### src/scb_pkg.sv
/*
  Shared constants and types of the synthesizer configuration register bank:
  serial addresses, register lengths, reset values, field layouts and states.
  Assumes the importing modules run on one clock and share this package.
*/
// How it works
// - The second control register holds divider M in bits 11:8 and divider N in bits 15:12.
// - The low byte of the second control register resets to 0x07 with charge pump scale in 2:0.
// - A 24-bit rising delta tuning word at address 0x02 resets to zero.
// - A 24-bit falling delta tuning word at address 0x03 resets to zero.
// - Rising and falling 16-bit ramp rate registers sit at 0x04 and 0x05 and reset to zero.
// - Profile zero at 0x06 is 64 bits with a 14-bit phase offset ending at bit 61.
// - Profile zero holds a 48-bit tuning word in its low six bytes, top byte at 47:40.
// - Profile one at 0x07 has the same layout as profile zero.
// - Every byte of both profiles resets to 0x00.
// - The low five bits of the instruction byte select the register to access.
package scb_pkg;

  // ==========================================================================
  // Serial addresses
  localparam logic [4:0] ADDR_FIRST_CONTROL  = 5'h00;
  localparam logic [4:0] ADDR_SECOND_CONTROL = 5'h01;
  localparam logic [4:0] ADDR_RISING_DELTA   = 5'h02;
  localparam logic [4:0] ADDR_FALLING_DELTA  = 5'h03;
  localparam logic [4:0] ADDR_RISING_RAMP    = 5'h04;
  localparam logic [4:0] ADDR_FALLING_RAMP   = 5'h05;
  localparam logic [4:0] ADDR_PROFILE_ZERO   = 5'h06;
  localparam logic [4:0] ADDR_PROFILE_ONE    = 5'h07;
  localparam logic [4:0] ADDR_PROFILE_LAST   = 5'h0d;

  // ==========================================================================
  // Transfer lengths in bytes and instruction layout
  localparam logic [3:0] LEN_FIRST_CONTROL  = 4'h4;
  localparam logic [3:0] LEN_SECOND_CONTROL = 4'h5;
  localparam logic [3:0] LEN_DELTA          = 4'h3;
  localparam logic [3:0] LEN_RAMP           = 4'h2;
  localparam logic [3:0] LEN_PROFILE        = 4'h8;
  localparam logic [3:0] LEN_UNMAPPED       = 4'h1;
  localparam logic [6:0] INSTR_BITS         = 7'h08;
  localparam int         INSTR_READ_BIT     = 7;
  localparam int         SHIFT_WIDTH        = 64;

  // ==========================================================================
  // Reset values and writable masks
  localparam logic [39:0] SECOND_CONTROL_RESET = 40'h00_0078_0007;
  localparam logic [39:0] SECOND_CONTROL_MASK  = 40'h83_ffff_ff3f;
  localparam logic [23:0] DELTA_RESET          = 24'h00_0000;
  localparam logic [15:0] RAMP_RESET           = 16'h0000;
  localparam logic [63:0] PROFILE_RESET        = 64'h0000_0000_0000_0000;

  // ==========================================================================
  // Field layouts
  typedef struct packed {
    logic [15:0] upper_control;
    logic        rf_div_power_down;
    logic [1:0]  rf_div_ratio;
    logic        clk_drv_power_down;
    logic [1:0]  clk_drv_select;
    logic        slew_rate_control;
    logic        rf_div_refclk_mux;
    logic [3:0]  divider_n;
    logic [3:0]  divider_m;
    logic [1:0]  open_low;
    logic        charge_pump_polarity;
    logic        charge_pump_full_pd;
    logic        charge_pump_quick_pd;
    logic [2:0]  charge_pump_scale;
  } scb_second_control_s;

  typedef struct packed {
    logic [1:0]  open_top;
    logic [13:0] phase_offset;
    logic [47:0] tuning_word;
  } scb_profile_s;

  typedef enum logic [1:0] {
    ST_INSTR = 2'b00,
    ST_WRITE = 2'b01,
    ST_READ  = 2'b10
  } scb_state_e;

endpackage

### src/scb_register_bank.sv
/*
  Serial-port register bank of the synthesizer configuration: instruction
  decode, whole-register write and read of the second control, delta tuning,
  ramp rate and first two profile registers.
  Assumes the serial pins are asynchronous and far slower than clock_in;
  bit order and pin mode arrive as levels from the first control register.
*/
`timescale 1ns/100ps
module scb_register_bank
  import scb_pkg::*;
(
  input  wire logic          clock_in,
  input  wire logic          resetn_in,
  input  wire logic          ce_in,
  input  wire logic          sclk_in,
  input  wire logic          cs_n_in,
  input  wire logic          sdio_in,
  input  wire logic          io_reset_in,
  input  wire logic          lsb_first_in,
  input  wire logic          sdio_input_only_in,
  output logic               sdio_out,
  output logic               sdio_oe_out,
  output logic               sdo_out,
  output logic               sdo_oe_out,
  output scb_second_control_s second_control_out,
  output logic [23:0]        rising_delta_tuning_out,
  output logic [23:0]        falling_delta_tuning_out,
  output logic [15:0]        rising_ramp_rate_out,
  output logic [15:0]        falling_ramp_rate_out,
  output scb_profile_s       profile_zero_out,
  output scb_profile_s       profile_one_out
);

  // ==========================================================================
  // Pin synchronisers
  logic sclk_s;
  logic cs_n_s;
  logic sdio_s;
  logic io_reset_s;

  scb_pin_sync #(.RESET_LEVEL(1'b0)) u_sync_sclk
  (
    .clock_in  (clock_in),
    .resetn_in (resetn_in),
    .ce_in     (ce_in),
    .pin_in    (sclk_in),
    .level_out (sclk_s)
  );

  scb_pin_sync #(.RESET_LEVEL(1'b1)) u_sync_cs
  (
    .clock_in  (clock_in),
    .resetn_in (resetn_in),
    .ce_in     (ce_in),
    .pin_in    (cs_n_in),
    .level_out (cs_n_s)
  );

  scb_pin_sync #(.RESET_LEVEL(1'b0)) u_sync_sdio
  (
    .clock_in  (clock_in),
    .resetn_in (resetn_in),
    .ce_in     (ce_in),
    .pin_in    (sdio_in),
    .level_out (sdio_s)
  );

  scb_pin_sync #(.RESET_LEVEL(1'b0)) u_sync_io_reset
  (
    .clock_in  (clock_in),
    .resetn_in (resetn_in),
    .ce_in     (ce_in),
    .pin_in    (io_reset_in),
    .level_out (io_reset_s)
  );

  // ==========================================================================
  // Serial clock edges; a high chip select suspends the cycle
  logic sclk_d;
  logic sclk_rise;
  logic sclk_fall;

  always_ff @(posedge clock_in)
  begin
    if (!resetn_in)
    begin
      sclk_d <= 1'b0;
    end
    else if (ce_in)
    begin
      sclk_d <= sclk_s;
    end
  end

  assign sclk_rise = sclk_s & ~sclk_d & ~cs_n_s & ~io_reset_s;
  assign sclk_fall = ~sclk_s & sclk_d & ~cs_n_s & ~io_reset_s;

  // ==========================================================================
  // Address decode helpers
  function automatic logic [3:0] reg_bytes(input logic [4:0] addr);
    if (addr == ADDR_FIRST_CONTROL)
      reg_bytes = LEN_FIRST_CONTROL;
    else if (addr == ADDR_SECOND_CONTROL)
      reg_bytes = LEN_SECOND_CONTROL;
    else if (addr == ADDR_RISING_DELTA || addr == ADDR_FALLING_DELTA)
      reg_bytes = LEN_DELTA;
    else if (addr == ADDR_RISING_RAMP || addr == ADDR_FALLING_RAMP)
      reg_bytes = LEN_RAMP;
    else if (addr >= ADDR_PROFILE_ZERO && addr <= ADDR_PROFILE_LAST)
      reg_bytes = LEN_PROFILE;
    else
      reg_bytes = LEN_UNMAPPED;
  endfunction

  // ==========================================================================
  // Transfer state
  scb_state_e             state;
  logic [7:0]             instr_shift;
  logic [7:0]             next_instr;
  logic [4:0]             addr;
  logic [6:0]             bit_cnt;
  logic [6:0]             data_bits;
  logic [SHIFT_WIDTH-1:0] data_shift;
  logic [SHIFT_WIDTH-1:0] next_data;
  logic [SHIFT_WIDTH-1:0] rx_word;
  logic [SHIFT_WIDTH-1:0] rd_word;
  logic [6:0]             rd_idx;
  logic                   last_bit;

  assign data_bits = {reg_bytes(addr), 3'b000};
  assign last_bit  = (bit_cnt == data_bits - 7'h01);

  // The bit order follows the live order setting for instruction and data
  always_comb
  begin
    next_instr = lsb_first_in ? {sdio_s, instr_shift[7:1]} : {instr_shift[6:0], sdio_s};
    next_data  = lsb_first_in ? {sdio_s, data_shift[SHIFT_WIDTH-1:1]}
                              : {data_shift[SHIFT_WIDTH-2:0], sdio_s};
    rx_word    = lsb_first_in ? (next_data >> (7'd64 - data_bits)) : next_data;
    rd_idx     = lsb_first_in ? bit_cnt : (data_bits - 7'h01 - bit_cnt);
  end

  always_ff @(posedge clock_in)
  begin
    if (!resetn_in)
    begin
      state       <= ST_INSTR;
      instr_shift <= 8'h00;
      addr        <= 5'h00;
      bit_cnt     <= 7'h00;
      data_shift  <= '0;
    end
    else if (ce_in)
    begin
      if (io_reset_s)
      begin
        // Abort without touching register contents
        state   <= ST_INSTR;
        bit_cnt <= 7'h00;
      end
      else if (sclk_rise)
      begin
        case (state)
          ST_INSTR:
          begin
            instr_shift <= next_instr;
            if (bit_cnt == INSTR_BITS - 7'h01)
            begin
              addr       <= next_instr[4:0];
              bit_cnt    <= 7'h00;
              data_shift <= '0;
              state      <= next_instr[INSTR_READ_BIT] ? ST_READ : ST_WRITE;
            end
            else
            begin
              bit_cnt <= bit_cnt + 7'h01;
            end
          end
          ST_WRITE, ST_READ:
          begin
            data_shift <= next_data;
            if (last_bit)
            begin
              bit_cnt <= 7'h00;
              state   <= ST_INSTR;
            end
            else
            begin
              bit_cnt <= bit_cnt + 7'h01;
            end
          end
          default:
          begin
            state   <= ST_INSTR;
            bit_cnt <= 7'h00;
          end
        endcase
      end
    end
  end

  // ==========================================================================
  // Register commit after the final bit of a write
  logic commit;

  assign commit = sclk_rise && (state == ST_WRITE) && last_bit;

  always_ff @(posedge clock_in)
  begin
    if (!resetn_in)
    begin
      second_control_out       <= SECOND_CONTROL_RESET;
      rising_delta_tuning_out  <= DELTA_RESET;
      falling_delta_tuning_out <= DELTA_RESET;
      rising_ramp_rate_out     <= RAMP_RESET;
      falling_ramp_rate_out    <= RAMP_RESET;
      profile_zero_out         <= PROFILE_RESET;
      profile_one_out          <= PROFILE_RESET;
    end
    else if (ce_in && commit)
    begin
      // Open bits are held at zero so a stray host write cannot set them
      if (addr == ADDR_SECOND_CONTROL)
      begin
        second_control_out <= rx_word[39:0] & SECOND_CONTROL_MASK;
      end
      else if (addr == ADDR_RISING_DELTA)
      begin
        rising_delta_tuning_out <= rx_word[23:0];
      end
      else if (addr == ADDR_FALLING_DELTA)
      begin
        falling_delta_tuning_out <= rx_word[23:0];
      end
      else if (addr == ADDR_RISING_RAMP)
      begin
        rising_ramp_rate_out <= rx_word[15:0];
      end
      else if (addr == ADDR_FALLING_RAMP)
      begin
        falling_ramp_rate_out <= rx_word[15:0];
      end
      else if (addr == ADDR_PROFILE_ZERO)
      begin
        profile_zero_out <= {2'b00, rx_word[61:0]};
      end
      else if (addr == ADDR_PROFILE_ONE)
      begin
        profile_one_out <= {2'b00, rx_word[61:0]};
      end
    end
  end

  // ==========================================================================
  // Read path; unmapped addresses read as zero
  always_comb
  begin
    rd_word = '0;
    if (addr == ADDR_SECOND_CONTROL)
    begin
      rd_word[39:0] = second_control_out;
    end
    else if (addr == ADDR_RISING_DELTA)
    begin
      rd_word[23:0] = rising_delta_tuning_out;
    end
    else if (addr == ADDR_FALLING_DELTA)
    begin
      rd_word[23:0] = falling_delta_tuning_out;
    end
    else if (addr == ADDR_RISING_RAMP)
    begin
      rd_word[15:0] = rising_ramp_rate_out;
    end
    else if (addr == ADDR_FALLING_RAMP)
    begin
      rd_word[15:0] = falling_ramp_rate_out;
    end
    else if (addr == ADDR_PROFILE_ZERO)
    begin
      rd_word = profile_zero_out;
    end
    else if (addr == ADDR_PROFILE_ONE)
    begin
      rd_word = profile_one_out;
    end
  end

  // Data leaves on the falling serial clock edge
  always_ff @(posedge clock_in)
  begin
    if (!resetn_in)
    begin
      sdio_out    <= 1'b0;
      sdo_out     <= 1'b0;
      sdio_oe_out <= 1'b0;
      sdo_oe_out  <= 1'b0;
    end
    else if (ce_in)
    begin
      if (sclk_fall && state == ST_READ)
      begin
        sdio_out <= rd_word[rd_idx[5:0]];
        sdo_out  <= rd_word[rd_idx[5:0]];
      end
      // Both pins float while deselected or outside a read
      sdio_oe_out <= (state == ST_READ) && !cs_n_s && !io_reset_s && !sdio_input_only_in;
      sdo_oe_out  <= (state == ST_READ) && !cs_n_s && !io_reset_s && sdio_input_only_in;
    end
  end

endmodule

### src/scb_pin_sync.sv
/*
  Three-stage input synchroniser with agreement filter for one pin.
  Assumes the pin is asynchronous to clock_in.
*/
`timescale 1ns/100ps
module scb_pin_sync
  import scb_pkg::*;
#(
  parameter logic RESET_LEVEL = 1'b0
)
(
  input  wire logic clock_in,
  input  wire logic resetn_in,
  input  wire logic ce_in,
  input  wire logic pin_in,
  output logic      level_out
);

  logic stage1;
  logic stage2;
  logic stage3;

  // ==========================================================================
  // Stage chain; only stage two reads stage one
  always_ff @(posedge clock_in)
  begin
    if (!resetn_in)
    begin
      stage1    <= RESET_LEVEL;
      stage2    <= RESET_LEVEL;
      stage3    <= RESET_LEVEL;
      level_out <= RESET_LEVEL;
    end
    else if (ce_in)
    begin
      stage1 <= pin_in;
      stage2 <= stage1;
      stage3 <= stage2;
      // A change counts only once two later stages agree
      if (stage2 == stage3)
      begin
        level_out <= stage3;
      end
    end
  end

endmodule

### config.mk
export PLATFORM = sky130hd
export DESIGN_NAME = scb_register_bank
export DESIGN_NICKNAME = d
export VERILOG_FILES = /design/src/scb_pkg.sv /design/src/scb_register_bank.sv /design/src/scb_pin_sync.sv
export SDC_FILE = /design/constraint.sdc
export NUM_CORES = 1
export LEC_CHECK = 0
export ABC_CLOCK_PERIOD_IN_PS = 6200
export BUFFER_PORTS_ARGS = -buffer_cell sky130_fd_sc_hd__buf_2
export CORE_UTILIZATION = 30
export CTS_CLUSTER_SIZE = 28
export DETAILED_ROUTE_END_ITERATION = 7
export PLACE_DENSITY = 0.5
export SLEW_MARGIN = 5
export SYNTH_ARGS = -nofsm -noshare
export SYNTH_HDL_FRONTEND = slang
export SYNTH_SLANG_ARGS = --single-unit
export TNS_END_PERCENT = 1
### constraint.sdc
create_clock -name clock_in -period 6.2 [get_ports clock_in]
set_input_delay 1.24 -clock clock_in [delete_from_list [all_inputs] [get_ports clock_in]]
set_output_delay 1.24 -clock clock_in [all_outputs]
set_load 0.01 [all_outputs]
==> results.cfg <==
[critical_path]
crit_top_cell = nand2_1
cp_data_required_time_ns = 6.65
r2r_slack_ns = 1.89
cp_slowest_cell = a31oi_1
r2r_start = addr[3]$_SDFFE_PN0P_
worstPathCellList = buf_6 > buf_4 > nor2b_1 > a21oi_1 > mux4_2 > nand2_1 > a31oi_1 > nand2_1 > o211a_1
timing.rr.end = rising_delta_tuning_out[9]$_SDFFE_PN0P_
crit_end = rising_delta_tuning_out[9]$_SDFFE_PN0P_
crit_path_end_kind = flip-flop
worstSetupStartpoint = lsb_first_in
start_kind = input pin
crit_type = input pin to flip-flop
crit_fanout = 83
arrival_ns = 4.82
slowest_delay_ns = 0.84
worst-r2r-cell-count = 10

[cts]
clk_path_buf_depth = 3
root_buffer = clkbuf_16
clock_latency_ns = 0.56
clkSinkCount = 343
post_cts_buffers = 0
cts-htree-levels = 2
hold_buffers = 0
cts_buffers = 40
cts_resized = 0
cts_tree = yes
clk_pin_slew_ns = 0.06

[floorplanning]
start_util_pct = 30.5
core_area_mm2 = 0.0606
die_area_mm2 = 0.0626
die_w_um = 250
fp.dieH_um = 250
ios = 261
rows = 90

[final_layout]
final_common_cell = nand2_1
utilization_pct = 35.5
syn2layout_area_growth_pct = 16.4
drive_gt1_share_pct = 19.2
diodes = 0
most-common-layout-cells = nand2_1 (459), dfxtp_1 (340), buf_2 (247)
layout.nets = 2261
nFillCells = 6303

[logic_synthesis]
synthArstFlopShare_pct = 0
ys_warn_count = 0
syn_area_mm2 = 0.0185
ys_ff_latch = 343
synth_edf_count = 0
ys_types = 78
ys.flop_type = dfxtp_1
ys_seq_area_share_pct = 37.2
synthCells = 2102
avgSynthCellArea_um2 = 8.79

[status]
status = completed

[global_routing]
antenna_found_initial = 0
track_usage_pct = 22.1
grt_pass1_wl_um = 106000
grt_pass1_vias = 16000
overflow = 0
grt_start_max_net_pins = 243

[sta]
post-route-period-util_pct = 70.5
setup_viol = 0
clock.fmax_ghz = 0.229
drv_slew = 0
period_minus_slack_ns = 4.37
worstMarginPinSlew_ns = 1.33
final_hold_viol_count = 0
setup-tns-final_ns = 0
rsz0062_at_grt = false
clock_skew_ns = 0.0229
relSlewSlack_pct = 11.6

[routing]
drt-initial-drc-count = 1588
dr.pass1.iters = 5
drc = 0
vias = 16900
avgRoutedWirePerCell_um = 23.4
wl_um = 71400
route.antenna.remaining_nets = 0
vias_per_cell = 5.54

[place]
port_buffers = 249
hpwlAfterDp_um = 50900
gp_congestion = 0.863

[min_path]
hp-class = flip-flop to flip-flop

[power]
cellPowerDensity_mw_per_mm2 = 218
total_power_mw = 4.68
max-vdd-ir-drop_v = 0.000170
p_leak_nw = 10.3

[run]
cap_viol_max_count = 0
[Yosys cell counts (30+ instances only)]
cell type	instances	area, um2
clkbuf_1	127	477
dfxtp_1	343	6870
a21oi_1	96	480
mux2i_1	116	1160
o21ai_0	30	150
nand3b_1	59	443
nor2_1	60	225
mux4_2	38	856
nand2_1	460	1730
nand3_1	44	220
buf_2	41	205
nor2b_1	77	482
a21boi_0	97	728
o211a_1	192	1920
[cells by family after synthesis]
logic type | Yosys count | synth area share, %
and+or+nand+nor | 764 | 19.1
AOI/OAI and AO/OA | 583 | 24.9
DFF | 343 | 37.2
buffers and inverters | 217 | 5.38
muxes | 170 | 11.9
xor gates and xnor gates | 16 | 0.935
adders and majority gates | 8 | 0.542
other | 1 | 0.0203
[report_power, final]
part / internal, mW / total (mW) / switching (mW)
logic: 0.0478 / 0.159 / 0.111
registers: 2.21 / 2.21 / 0.00193
clock network: 1.33 / 2.31 / 0.977
total: 3.59 / 4.68 / 1.09
[layout make-up]
cell class | instances | area, um2 | area share, %
Multi-Input combinational cell | 1552 | 10700 | 49.9
Sequential cell | 343 | 6870 | 32.0
Timing Repair Buffer | 293 | 1630 | 7.58
Clock buffer | 60 | 1170 | 5.43
Tap cell | 782 | 978 | 4.55
Clock inverter | 6 | 61.3 | 0.285
Inverter | 14 | 60.1 | 0.279
[state kept, by name (all words and copies together) (netlist names), 16 cells and up]
register                  cells
second_control_out           33
profile_zero_out             62
data_shift                   64
profile_one_out              62
falling_ramp_rate_out        16
rising_delta_tuning_out      24
falling_delta_tuning_out     24
rising_ramp_rate_out         16
[metrics by stage]
stage / cells / area (um2) / worst slack [ns] / hold WS [ns]
after floorplan: 2112 / 18500 / 1.48 / 0.436
after global placement: 2984 / 20300 / 1.47 / 0.449
after detailed placement: 2984 / 20300 / 1.40 / 0.461
after CTS: 3050 / 21500 / 1.91 / 0.471
after global routing: 3050 / 21500 / 1.63 / 0.491
final: 3050 / 21500 / 1.83 / 0.471
[worst min path at each step]
stage | start | end | slack [ns] | depth (start not counted)
after detailed placement | u_sync_cs.stage1$_SDFFE_PN1P_ | u_sync_cs.stage1$_SDFFE_PN1P_ | 0.46 | 2
after CTS | data_shift[0]$_SDFFE_PN0P_ | data_shift[0]$_SDFFE_PN0P_ | 0.47 | 2
final | profile_zero_out[29]$_SDFFE_PN0P_ | profile_zero_out[29]$_SDFFE_PN0P_ | 0.47 | 2
after global placement | data_shift[0]$_SDFFE_PN0P_ | data_shift[0]$_SDFFE_PN0P_ | 0.45 | 2
after global routing | u_sync_sclk.stage3$_SDFFE_PN0P_ | u_sync_sclk.level_out$_SDFFE_PN0P_ | 0.49 | 2
after floorplan | data_shift[0]$_SDFFE_PN0P_ | data_shift[0]$_SDFFE_PN0P_ | 0.44 | 2
[critical path: cells and delay by family]
kind | cells | cell delay, ns
AO/OA/AOI/OAI | 3 | 1.60
multiplexers | 1 | 0.36
buffers and inverters | 2 | 1.17
AND/OR/NAND/NOR | 3 | 0.36
[metal layers]
metal / vias up / wire length (um) / track usage (%) / part of all wire, %
met5: - / 0 / 0 / 0
li1: 7826 / - / - / -
met3: 97 / 4630 / 3.82 / 6.5
met1: 8354 / 32300 / 30.3 / 45
met2: 611 / 32500 / 35.2 / 46
met4: 0 / 1980 / 6.96 / 2.8
No activity file was read; power rests on OpenSTA's default activity.
